### src/fpic_regs.svh
`ifndef FPIC_REGS_SVH
`define FPIC_REGS_SVH
// ------------------------------------------------------------
// timing counts, in clock cycles
// ------------------------------------------------------------
`define FPIC_LAT_SIMPLE      4'h4
`define FPIC_LAT_CONVERT     4'h8
`define FPIC_LAT_MAC_SP      4'h8
`define FPIC_LAT_MAC_DP      4'h9
`define FPIC_THR_MAC_DP      4'h2
`define FPIC_LAT_LDM_EXTRA   4'h3
`define FPIC_LAT_XFER        4'h4
`define FPIC_LAT_XFER_OUT    4'h2
`define FPIC_DS_ITER_SP      5'h0E
`define FPIC_DS_ITER_DP      5'h1C
// ------------------------------------------------------------
// field encodings
// ------------------------------------------------------------
`define FPIC_VLEN_W          3
`define FPIC_STRIDE_W        2
`define FPIC_BANK_W          2
`define FPIC_SCALAR_BANK     2'h0
`endif

### src/fpic_pkg.sv
package fpic_pkg;
  // arithmetic operation classes
  typedef enum logic [2:0] {
    FPIC_OP_SIMPLE  = 3'h0,  // absolute value, negate, precision convert, copy
    FPIC_OP_CONVERT = 3'h1,  // integer <-> float
    FPIC_OP_MAC     = 3'h2,  // add, multiply, multiply-accumulate family
    FPIC_OP_DIVSQRT = 3'h3   // divide or square root
  } fpic_op_e;
  // transfer classes
  typedef enum logic [2:0] {
    FPIC_XF_SINGLE   = 3'h0, // single load or store
    FPIC_XF_MULTIPLE = 3'h1, // load or store multiple
    FPIC_XF_PAIR_IN  = 3'h2, // paired single move in / double move in
    FPIC_XF_PAIR_OUT = 3'h3, // paired single move out / double move out
    FPIC_XF_SYS_WR   = 3'h4, // system register write
    FPIC_XF_SYS_RD   = 3'h5  // system register read
  } fpic_xfer_e;
  // divide/sqrt pipe states, one-hot
  typedef enum logic [2:0] {
    FPIC_DS_IDLE   = 3'b001,
    FPIC_DS_SHARED = 3'b010,
    FPIC_DS_ITER   = 3'b100
  } fpic_ds_state_e;
endpackage

### src/fpic_issue_ctrl.sv
`timescale 1ns/10ps
`include "fpic_regs.svh"
// ------------------------------------------------------------
// ------------------------------------------------------------
module fpic_issue_ctrl #(
  parameter int CNT_W = 6  // width of the occupancy counters
) (
  // clock, reset, enable
  input  wire logic                      sys_clk_in,
  input  wire logic                      srst_in,
  input  wire logic                      clk_en_in,
  // vector control fields
  input  wire logic [`FPIC_VLEN_W-1:0]   vector_length_field_in,
  input  wire logic [`FPIC_STRIDE_W-1:0] vector_stride_field_in,
  // arithmetic request
  input  wire logic                      arith_req_in,
  input  wire fpic_pkg::fpic_op_e        arith_op_in,
  input  wire logic                      arith_dp_in,
  input  wire logic [`FPIC_BANK_W-1:0]   arith_dest_bank_in,
  input  wire logic                      arith_hazard_in,
  // transfer request
  input  wire logic                      xfer_req_in,
  input  wire fpic_pkg::fpic_xfer_e      xfer_kind_in,
  input  wire logic                      xfer_dp_in,
  input  wire logic [4:0]                xfer_words_in,
  input  wire logic                      xfer_hazard_in,
  input  wire logic                      host_stall_in,
  // issue answers
  output logic                           arith_issue_out,
  output logic                           ds_issue_out,
  output logic                           xfer_issue_out,
  // timing of the last issued operations
  output logic [3:0]                     arith_latency_out,
  output logic [3:0]                     xfer_latency_out,
  output logic [1:0]                     xfer_beats_out,
  output logic [CNT_W-1:0]               xfer_cycles_out,
  output logic [1:0]                     vector_stride_out,
  // pipe status
  output logic                           mac_busy_out,
  output logic                           ds_busy_out,
  output logic                           ls_busy_out
);

  // ------------------------------------------------------------
  // elaboration check
  // ------------------------------------------------------------
  // the dp divide reload needs five bits, plus headroom for the counters
  if (CNT_W < 6) begin
    $error("CNT_W too small for the longest divide");
  end

  // ------------------------------------------------------------
  // decode functions
  // ------------------------------------------------------------
  // iteration count: field value plus one, bank 0 forces one
  function automatic logic [3:0] iter_count(input logic [2:0] len, input logic [1:0] bank);
    iter_count = (bank == `FPIC_SCALAR_BANK) ? 4'h1 : ({1'b0, len} + 4'h1);
  endfunction

  // result latency per class, forwarding taking one off
  function automatic logic [3:0] op_latency(input fpic_pkg::fpic_op_e op, input logic dp);
    logic [3:0] raw;
    raw = `FPIC_LAT_SIMPLE;
    case (op)
      fpic_pkg::FPIC_OP_SIMPLE:  raw = `FPIC_LAT_SIMPLE;
      fpic_pkg::FPIC_OP_CONVERT: raw = `FPIC_LAT_CONVERT;
      fpic_pkg::FPIC_OP_MAC:     raw = dp ? `FPIC_LAT_MAC_DP : `FPIC_LAT_MAC_SP;
      default:                   raw = 4'hF;                          // divide: long, tracked by ds pipe
    endcase
    op_latency = raw - 4'h1;
  endfunction

  // ------------------------------------------------------------
  // state
  // ------------------------------------------------------------
  logic [3:0]                  mac_iter_r;     // unissued mac vector iterations
  logic                        dp_mul_r;       // dp multiply in its first multiply cycle
  logic [3:0]                  ds_iter_r;      // unissued divide iterations
  logic [CNT_W-1:0]            ds_cnt_r;       // cycles left in current divide iteration
  logic [CNT_W-1:0]            ds_reload_r;    // per-iteration length of current divide
  fpic_pkg::fpic_ds_state_e    ds_state_r;     // divide pipe state
  logic [CNT_W-1:0]            ls_cnt_r;       // remaining multiple-transfer cycles
  logic                        serial_r;       // system register move draining

  // combinational helpers, recomputed from the registers and inputs each cycle
  logic                        arith_is_ds;    // request is a divide or square root
  logic                        mac_free;       // mac first stage can take an operation
  logic                        vec_pending;    // vector iterations still to issue
  logic                        ds_shared_now;  // divide holds the shared first stage
  logic [3:0]                  new_iters;      // iterations of the requested operation
  logic [4:0]                  xfer_x;         // cycles of a multiple transfer

  assign arith_is_ds = (arith_op_in == fpic_pkg::FPIC_OP_DIVSQRT);
  assign new_iters   = iter_count(vector_length_field_in, arith_dest_bank_in);
  assign ds_shared_now = (ds_state_r == fpic_pkg::FPIC_DS_SHARED);
  // vector iterations still unissued in either arithmetic pipe
  assign vec_pending = (mac_iter_r > 4'h1) || (ds_iter_r != 4'h0);
  // the divide's shared first cycle also takes the mac first stage
  assign mac_free    = (mac_iter_r <= 4'h1) && !dp_mul_r && !ds_shared_now;

  // ------------------------------------------------------------
  // issue decisions, recomputed every cycle, one per pipe
  // ------------------------------------------------------------
  // pipes are judged separately, but mac and divide block each other and a system move blocks all
  always_comb begin
    // a refused request is not remembered: the host must hold it
    arith_issue_out = arith_req_in && !arith_is_ds && !arith_hazard_in && !serial_r
                      && mac_free && !vec_pending;
    // divides also wait out a serializing move
    ds_issue_out    = arith_req_in && arith_is_ds && !arith_hazard_in && !serial_r
                      && (ds_state_r == fpic_pkg::FPIC_DS_IDLE)
                      && (mac_iter_r <= 4'h1) && !ds_shared_now;
    // transfer needs no hazard, no host stall, no multiple in flight
    xfer_issue_out  = xfer_req_in && !xfer_hazard_in && !host_stall_in
                      && (ls_cnt_r == '0) && !serial_r;
  end

  // load/store multiple beat count: N/2 even, N/2+1 odd
  assign xfer_x = (xfer_words_in >> 1) + {4'h0, xfer_words_in[0]};

  // ------------------------------------------------------------
  // multiply-accumulate pipe occupancy
  // ------------------------------------------------------------
  // a vector op holds the first stage one cycle per iteration
  always_ff @(posedge sys_clk_in) begin
    if (srst_in) begin
      // reset leaves the pipe empty and free
      mac_iter_r <= 4'h0;
      dp_mul_r   <= 1'b0;
    end else if (clk_en_in) begin
      // clock enable low freezes the counts, so no cycle is lost
      if (arith_issue_out) begin
        // issue only happens with at most one iteration left, so overwriting is safe
        mac_iter_r <= new_iters;
        // dp multiply family blocks next cycle: throughput 2
        dp_mul_r   <= arith_dp_in && (arith_op_in == fpic_pkg::FPIC_OP_MAC);
      end else begin
        // one iteration leaves the first stage every cycle
        if (mac_iter_r != 4'h0) begin
          mac_iter_r <= mac_iter_r - 4'h1;
        end
        // the dp multiply gap lasts a single cycle
        dp_mul_r <= 1'b0;
      end
    end
  end

  // ------------------------------------------------------------
  // divide/sqrt pipe state machine
  // ------------------------------------------------------------
  // each iteration: one shared cycle, then iterates alone
  always_ff @(posedge sys_clk_in) begin
    if (srst_in) begin
      // reset parks the divide pipe idle with no iterations owed
      ds_state_r  <= fpic_pkg::FPIC_DS_IDLE;
      ds_iter_r   <= 4'h0;
      ds_cnt_r    <= '0;
      ds_reload_r <= '0;
    end else if (clk_en_in) begin
      case (ds_state_r)
        fpic_pkg::FPIC_DS_IDLE: begin
          // a divide taken now owns the shared first stage next cycle
          if (ds_issue_out) begin
            ds_state_r  <= fpic_pkg::FPIC_DS_SHARED;
            // the first iteration is under way, so only the rest are counted
            ds_iter_r   <= new_iters - 4'h1;
            // the reload makes every vector iteration as long as the first
            ds_reload_r <= CNT_W'(arith_dp_in ? `FPIC_DS_ITER_DP : `FPIC_DS_ITER_SP);
            ds_cnt_r    <= CNT_W'(arith_dp_in ? `FPIC_DS_ITER_DP : `FPIC_DS_ITER_SP);
          end
        end
        fpic_pkg::FPIC_DS_SHARED: begin
          // the shared stage is held for exactly one cycle
          ds_state_r <= fpic_pkg::FPIC_DS_ITER;
        end
        fpic_pkg::FPIC_DS_ITER: begin
          if (ds_cnt_r > CNT_W'(1)) begin
            // still iterating alone in the divide stages
            ds_cnt_r <= ds_cnt_r - CNT_W'(1);
          end else if (ds_iter_r != 4'h0) begin
            // next vector iteration needs the shared stage again
            ds_iter_r  <= ds_iter_r - 4'h1;
            ds_cnt_r   <= ds_reload_r;
            ds_state_r <= fpic_pkg::FPIC_DS_SHARED;
          end else begin
            // last iteration done, a new divide may start next cycle
            ds_state_r <= fpic_pkg::FPIC_DS_IDLE;
          end
        end
        default: begin
          // an illegal code recovers to idle rather than locking the pipe
          ds_state_r <= fpic_pkg::FPIC_DS_IDLE;
        end
      endcase
    end
  end

  // ------------------------------------------------------------
  // load/store pipe and serialization
  // ------------------------------------------------------------
  // counts assume data from cache / accepted at once; host_stall covers the rest
  always_ff @(posedge sys_clk_in) begin
    if (srst_in) begin
      // reset drops any multiple in flight and any pending serialization
      ls_cnt_r <= '0;
      serial_r <= 1'b0;
    end else if (clk_en_in) begin
      // the issue cycle is the first beat, so one less is left to count
      if (xfer_issue_out && (xfer_kind_in == fpic_pkg::FPIC_XF_MULTIPLE) && (xfer_x > 5'h1)) begin
        ls_cnt_r <= CNT_W'(xfer_x - 5'h1);
      end else if ((ls_cnt_r != '0) && !host_stall_in) begin
        // a stalled host holds the beat count where it is
        ls_cnt_r <= ls_cnt_r - CNT_W'(1);
      end
      // a system move sets serial_r, so later issues wait for all pipes to drain
      if (xfer_issue_out && ((xfer_kind_in == fpic_pkg::FPIC_XF_SYS_WR) ||
                             (xfer_kind_in == fpic_pkg::FPIC_XF_SYS_RD))) begin
        serial_r <= 1'b1;
      end else if ((mac_iter_r == 4'h0) && (ds_state_r == fpic_pkg::FPIC_DS_IDLE)
                   && (ls_cnt_r == '0)) begin
        // released only once all three pipes are empty
        serial_r <= 1'b0;
      end
    end
  end

  // ------------------------------------------------------------
  // registered timing answers
  // ------------------------------------------------------------
  always_ff @(posedge sys_clk_in) begin
    if (srst_in) begin
      // reset clears every timing answer
      arith_latency_out <= 4'h0;
      xfer_latency_out  <= 4'h0;
      xfer_beats_out    <= 2'h0;
      xfer_cycles_out   <= '0;
      vector_stride_out <= 2'h0;
    end else if (clk_en_in) begin
      if (arith_issue_out) begin
        // divides answer through the ds pipe and leave these untouched
        arith_latency_out <= op_latency(arith_op_in, arith_dp_in);
        vector_stride_out <= vector_stride_field_in + 2'h1;
      end
      if (xfer_issue_out) begin
        case (xfer_kind_in)
          fpic_pkg::FPIC_XF_MULTIPLE: begin
            // latency fits four bits only up to 13 beats; longer ones wrap
            xfer_cycles_out  <= CNT_W'(xfer_x);
            xfer_latency_out <= 4'(xfer_x[3:0] + `FPIC_LAT_LDM_EXTRA - 4'h1);
            xfer_beats_out   <= 2'h1;
          end
          fpic_pkg::FPIC_XF_PAIR_IN: begin
            // moves in reach the register file like a single load
            xfer_cycles_out  <= CNT_W'(1);
            xfer_latency_out <= `FPIC_LAT_XFER - 4'h1;
            xfer_beats_out   <= xfer_dp_in ? 2'h1 : 2'h2;
          end
          fpic_pkg::FPIC_XF_PAIR_OUT: begin
            // moves out only wait for the read port
            xfer_cycles_out  <= CNT_W'(1);
            xfer_latency_out <= `FPIC_LAT_XFER_OUT - 4'h1;
            xfer_beats_out   <= xfer_dp_in ? 2'h1 : 2'h2;
          end
          fpic_pkg::FPIC_XF_SYS_RD: begin
            // a system register read answers like a move out
            xfer_cycles_out  <= CNT_W'(1);
            xfer_latency_out <= `FPIC_LAT_XFER_OUT - 4'h1;
            xfer_beats_out   <= 2'h1;
          end
          default: begin
            // single transfers and system register writes
            xfer_cycles_out  <= CNT_W'(1);
            xfer_latency_out <= `FPIC_LAT_XFER - 4'h1;
            xfer_beats_out   <= 2'h1;
          end
        endcase
      end
    end
  end

  // busy flags for the outside
  // mac busy is the inverse of mac_free, only one term of the arith issue condition
  assign mac_busy_out = !mac_free;
  assign ds_busy_out  = (ds_state_r != fpic_pkg::FPIC_DS_IDLE);
  assign ls_busy_out  = (ls_cnt_r != '0) || serial_r;

endmodule

### config.mk
export PLATFORM = sky130hd
export DESIGN_NAME = fpic_issue_ctrl
export DESIGN_NICKNAME = d
export VERILOG_FILES = /design/src/fpic_pkg.sv /design/src/fpic_issue_ctrl.sv
export VERILOG_INCLUDE_DIRS = /design/src
export SDC_FILE = /design/constraint.sdc
export NUM_CORES = 1
export LEC_CHECK = 0
export ABC_CLOCK_PERIOD_IN_PS = 3310
export BUFFER_PORTS_ARGS = -buffer_cell sky130_fd_sc_hd__buf_4
export CORE_MARGIN = 10
export CORE_UTILIZATION = 45
export CTS_CLUSTER_DIAMETER = 80
export DETAILED_ROUTE_END_ITERATION = 8
export PLACE_DENSITY = 0.69
export SETUP_SLACK_MARGIN = 0.05
export SLEW_MARGIN = 5
export SYNTH_ARGS = -nofsm -noshare
export SYNTH_HDL_FRONTEND = slang
export SYNTH_SLANG_ARGS = --single-unit
### constraint.sdc
create_clock -name sys_clk_in -period 3.31 [get_ports sys_clk_in]
set_clock_uncertainty 0.15 [all_clocks]
set_input_delay 0.4965 -clock sys_clk_in [delete_from_list [all_inputs] [get_ports sys_clk_in]]
set_output_delay 0.4965 -clock sys_clk_in [all_outputs]
set_load 0.02 [all_outputs]
==> flow_summary.toml, run 1 <==
[detailed_routing]
drc = 0
drtIter0Drc = 185
ant_nets = 0
num_vias = 2553
drt-total-wl_um = 6980
dr.pass1.iters = 4
vias_per_cell = 5.46
wire_per_inst_um = 14.9

[synth]
synth_area_leaders = "dfxtp_1 (33%), ha_1 (6.9%), a21oi_1 (6.1%)"
synth-edff-count = 0
ys_types = 55
synth_most_common_cell = "dfxtp_1"
synth_seq_cells = 45
ys_async_sr_fraction_pct = 0
synth-main-ff-cell = "dfxtp_1"
synth_area_sq_um = 2720
synth.top_cells.by_count = "dfxtp_1 (45), nor2_1 (36), a21oi_1 (33), nand2_1 (31), inv_1 (18)"
yosysTopAreaCell = "dfxtp_1"
avgSynthCellArea_sq_um = 7.85
yosysWarnings = 0
syn-num-nets = 390
synth_top_area_share_pct = 33.1
syn_inst = 347
ys_seq_area_share_pct = 33.1

[place]
routabilityCongestion = 0.921
dp_hpwl_um = 5310
portBuffers = 50

[worst_setup_path]
path_cells = "or3b_1, or4_1, nor3_1, buf_4, buf_4"
critPathTopFamily = "simple AND/OR/NAND/NOR gates"
critPathArrivalTime_ns = 2.22
worst_path_max_delay_cell = "or4_1"
worstPathBufferInverterCount = 2
critical_path.most_common_cell = "buf_4"
cp-end-kind = "output port"
reg2reg_to = "vector_stride_out[0]$_SDFFE_PP0P_"
crit_type = "flop to output port"
path_max_fanout = 6
worst-path-stages = 5
r2r_start = "serial_r$_SDFFE_PP0P_"
ff2ff_setup_slack_ns = 0.71
start_kind = "flop"
cp_slowest_stage_delay_ns = 0.56
r2r_cells = 6
required_ns = 2.66

[pwr]
p_leak_nw = 1.32
total_power_w = 0.00213
p_per_area_nw_per_um2 = 648
vdd_drop_max_v = 0.000439

[floorplanning]
die-area_sq_um = 9560
rows = 28
die_width_um = 97.8
die_y_um = 97.8
io_pins = 52
initial_core_util_pct = 46.3
core_sq_um = 5890

[clock_tree]
clk_pin_slew_ns = 0.09
cts_tree = "built"
cts_hold_buf = 0
post-cts-setup-buffers = 0
ctsRootBufferMaster = "clkbuf_8"
cts-resized-gates = 0
clk_path_buf_depth = 2
htree_num_levels = 2
numCtsBuffers = 5
worstSkewPairLatency_ns = 0.30
clock-sinks = 45

[sta]
worst_pin_slew_ns = 0.694
fin_hold_ws_ns = 0.309
finalSetupTns_ns = 0
fmax_mhz = 349
finalCritPeriodShare_pct = 86.6
setup_viol = 0
drv_slew = 0
hold_viol_final = 0
final.min_clock_period_ns = 2.87
rsz0062_at_grt = "false"
relSlewSlack_pct = 53.4

[cells_and_area]
drive_gt1_share_pct = 18.3
area_delta_synth_final_pct = 20.5
antenna_cells = 0
nets = 435
final_core_util_pct = 55.7

[status]
status = "finished, final reports clean"

[grt]
grt_use_met1_pct = 19.2
grt_start_max_net_pins = 44
grt_pass1_vias = 2437
groute.layer.met3.usage_pct = 4.51
grt_remaining_overflow = 0
grt_use_met2_pct = 21.3
grt_pass1_wl_um = 11700
grt-busiest-layer = "met2"
grtUsageTotal_pct = 14.3
antenna_found_initial = 0

[hold_path]
hold_depth = 2
worstHoldStart = "ds_reload_r[3]$_SDFFE_PP0P_"
hold_class = "flop to flop"
hold_path_end = "ds_reload_r[3]$_SDFFE_PP0P_"

[run]
cap_violations = 0
## logic make-up (layout without fill, tap and decap cells)
| kind of cell | count (synthesis) | in the layout | synth area share [%] |
|---|---|---|---|
| XOR/XNOR | 15 | 15 | 4.83 |
| AND/OR/NAND/NOR | 143 | 143 | 27.4 |
| other | 1 | 1 | 0.138 |
| adder cells (fa/ha/maj) | 15 | 15 | 6.89 |
| AO/OA/AOI/OAI | 89 | 89 | 21.1 |
| flip-flops | 45 | 45 | 33.1 |
| buffers and inverters | 35 | 81 | 5.01 |
| multiplexers | 4 | 4 | 1.47 |
## area by class of cell
class | count | area, sq um
inverters | 18 | 67.6
multi-input cells | 267 | 1690
fillers | 570 | 2610
repair buffers | 55 | 413
clock buffers | 6 | 82.6
clock inverters | 2 | 37.5
flip-flops and latches | 45 | 901
well taps | 75 | 93.8
## power by group
part           leakage (nW)  switching (W)  internal (W)
sequential            0.364      0.0000753      0.000618
clock                0.0574       0.000192      0.000246
combinational         0.900       0.000558      0.000438
## flip-flops by register name, indices dropped and copies added, names as in the netlist, 3 cells and up
signal             count
arith_latency_out      4
ds_cnt_r               6
ds_iter_r              4
ds_reload_r            3
ds_state_r             3
ls_cnt_r               6
mac_iter_r             4
xfer_cycles_out        5
xfer_latency_out       4
## routing by layer
layer	vias to the layer above	share of wire (%)
li1	1331	-
met1	1169	50
met2	46	43
met3	7	5.8
met4	0	1.1
met5	-	0
## stage by stage
| stage | instance area (sq um) | instances | setup slack, ns |
|---|---|---|---|
| final | 3280 | 468 | 0.445 |
| after global placement | 3160 | 460 | 0.563 |
| after floorplan | 2720 | 347 | 0.606 |
| after CTS | 3280 | 468 | 0.444 |
| after detailed placement | 3160 | 460 | 0.502 |
| after global routing | 3280 | 468 | 0.336 |
## placed cells by master (no fill, tap or decap), drive strengths merged, types with 4 or more instances in the layout
master   n
buf     55
dfxtp   45
nor2    36
a21oi   34
nand2   32
inv     18
nor3    18
o21ai   17
ha      15
nand3   13
xnor2   10
a211oi   8
nor2b    6
nor4     6
clkbuf   6
xor2     5
a31oi    5
nor3b    5
mux2i    4
nand2b   4
a22oi    4
and2     4
## worst register-to-register path, delay by kind of cell, from the launching register on
kind             cells  cell delay, ns
AO/OA/AOI/OAI        1            0.12
flip-flops           1            0.37
AND/OR/NAND/NOR      5            1.90
## how the worst max path moves through the flow
stage	startpoint	end
after floorplan	arith_hazard_in	arith_latency_out[3]$_SDFFE_PP0P_
after global placement	arith_hazard_in	arith_latency_out[2]$_SDFFE_PP0P_
after detailed placement	xfer_words_in[0]	ls_cnt_r[2]$_SDFFE_PP0P_
after CTS	serial_r$_SDFFE_PP0P_	arith_issue_out
after global routing	mac_iter_r[0]$_SDFFE_PP0P_	arith_issue_out
final	serial_r$_SDFFE_PP0P_	arith_issue_out
No activity file was read; power rests on OpenSTA's default activity.
==> inputs of run 2 (changes only) <==
--- a/config.mk
+++ b/config.mk
@@ -9,10 +9,10 @@
 export ABC_CLOCK_PERIOD_IN_PS = 3310
 export BUFFER_PORTS_ARGS = -buffer_cell sky130_fd_sc_hd__buf_4
 export CORE_MARGIN = 10
-export CORE_UTILIZATION = 45
+export CORE_UTILIZATION = 30
 export CTS_CLUSTER_DIAMETER = 80
 export DETAILED_ROUTE_END_ITERATION = 8
-export PLACE_DENSITY = 0.69
+export PLACE_DENSITY = 0.51
 export SETUP_SLACK_MARGIN = 0.05
 export SLEW_MARGIN = 5
 export SYNTH_ARGS = -nofsm -noshare
==> run 2 against run 1 <==
  * Sequential share of layout area is 0.094 points lower
  * First-iteration DRC count is 69% lower
  * Clock power is 14% lower
  * Utilization is 18 points lower
  * Design area is 0.34% higher
  * Worst setup slack worse by 0.011 ns
  * Final cell count is 6.8% higher
==> flow_summary.toml, run 2 (same netlist as run 1, synthesis figures left out) <==
[detailed_routing]
drc = 0
drtIter0Drc = 58
ant_nets = 0
drt-total-wl_um = 7270
vias_per_cell = 5.09
wire_per_inst_um = 14.5
dr.pass1.iters = 4
num_vias = 2543

[grt]
grt_pass1_vias = 2439
grtUsageTotal_pct = 10.9
antenna_found_initial = 0
grt_remaining_overflow = 0
grt_start_max_net_pins = 44
grt_pass1_wl_um = 12100

[clock_tree]
clock-sinks = 45
clk_pin_slew_ns = 0.09
cts_tree = "built"
htree_num_levels = 2
cts_hold_buf = 0
post-cts-setup-buffers = 0
ctsRootBufferMaster = "clkbuf_8"
worstSkewPairLatency_ns = 0.31
clk_path_buf_depth = 2
numCtsBuffers = 5
cts-resized-gates = 0

[sta]
hold_viol_final = 0
finalCritPeriodShare_pct = 86.9
final.min_clock_period_ns = 2.88
finalSetupTns_ns = 0
relSlewSlack_pct = 54.3
drv_slew = 0
fin_hold_ws_ns = 0.305
setup_viol = 0
worst_pin_slew_ns = 0.680
rsz0062_at_grt = "false"
fmax_mhz = 348

[worst_setup_path]
start_kind = "flop"
path_max_fanout = 6
crit_type = "flop to output port"
required_ns = 2.66
critPathArrivalTime_ns = 2.23
cp-end-kind = "output port"

[cells_and_area]
fillers = 956
mostFrequentLayoutCells = "buf_4 (54), dfxtp_1 (45), nor2_1 (36), a21oi_1 (33), nand2_1 (31)"
reg_top3 = "ds_cnt_r (6), ls_cnt_r (6), xfer_cycles_out (5)"
nets = 434
antenna_cells = 0
layoutNonFillerInstCount = 500
area_delta_synth_final_pct = 20.9
drive_gt1_share_pct = 18.1
fin_area_sq_um = 3290
layout.cells.most_common = "buf_4"

[pwr]
internal_power_w = 0.00121
sw_frac_of_total_pct = 41.3
p_switching_w = 0.000852
vdd_drop_max_v = 0.000251
p_per_area_nw_per_um2 = 626
total_power_w = 0.00206
pwr-share-seq_pct = 33.5
comb_power_share_pct = 48.1
p_leak_nw = 1.31
pwr-share-clk_pct = 18.3

[hold_path]
hold_class = "flop to flop"

[status]
status = "finished, final reports clean"

[place]
place_inst = 492
portBuffers = 50
routabilityCongestion = 0.821
dpl_cell_area_sq_um = 3190
dp_hpwl_um = 5660

[floorplanning]
core_sq_um = 8760
die_y_um = 115
die-area_sq_um = 13300
io_pins = 52
initial_core_util_pct = 31.1
die_width_um = 115
rows = 34

[run]
cap_violations = 0
==> run 2: changes by cell type in the layout (fill, tap and decap cells not counted) <==
cell	previous run	this run
inv_6	0	2
buf_4	55	54
bufinv_16	1	0
clkbuf_8	6	5
clkinvlp_4	1	0
inv_8	0	1
==> run 2: per-layer routing <==
layer  track usage (%)  routed length [um]
met1              15.5                3830
met2              15.5                2950
met3              2.97                 376
met4              3.22                 114
met5                 0                   0
==> run 2: final timing paths <==
path | start | endpoint | slack, ns | depth (start not counted)
setup / recovery | serial_r$_SDFFE_PP0P_ | arith_issue_out | 0.43 | 5
hold / removal | ds_reload_r[3]$_SDFFE_PP0P_ | ds_reload_r[3]$_SDFFE_PP0P_ | 0.30 | 2
setup reg to reg | serial_r$_SDFFE_PP0P_ | arith_latency_out[2]$_SDFFE_PP0P_ | 0.71 | 6
hold reg to reg | ds_reload_r[3]$_SDFFE_PP0P_ | ds_reload_r[3]$_SDFFE_PP0P_ | 0.30 | 2
==> run 2: stage by stage <==
step | utilization, % | setup WS (ns)
global placement | 36.5 | 0.528
floorplan | - | 0.606
CTS | 37.6 | 0.423
detailed placement | 36.5 | 0.452
finish | 37.6 | 0.434
global route | 37.6 | 0.247
==> run 2: layout make-up <==
| type | count | area (sq um) | share of cell area [%] |
|---|---|---|---|
| Multi-Input combinational cell | 267 | 1690 | 51.2 |
| Sequential cell | 45 | 901 | 27.4 |
| Timing Repair Buffer | 54 | 405 | 12.3 |
| Tap cell | 108 | 135 | 4.10 |
| Clock buffer | 5 | 68.8 | 2.09 |
| Inverter | 18 | 67.6 | 2.05 |
| Clock inverter | 3 | 28.8 | 0.874 |
==> run 2: critical path: stages, from the launching register on <==
cell	delay (ns)
dfxtp_1	0.36
or3b_1	0.44
or4_1	0.57
nor3_1	0.24
buf_4	0.17
buf_4	0.14
==> run 2: power groups by stage <==
stage / clock network (W) / logic [W] / registers, W
after floorplan: 0 / 0.000711 / 0.000702
after global placement: 0 / 0.000988 / 0.000706
after detailed placement: 0 / 0.000992 / 0.000703
after CTS: 0.000391 / 0.00100 / 0.000690
after global routing: 0.000414 / 0.00112 / 0.000706
final: 0.000378 / 0.000992 / 0.000692
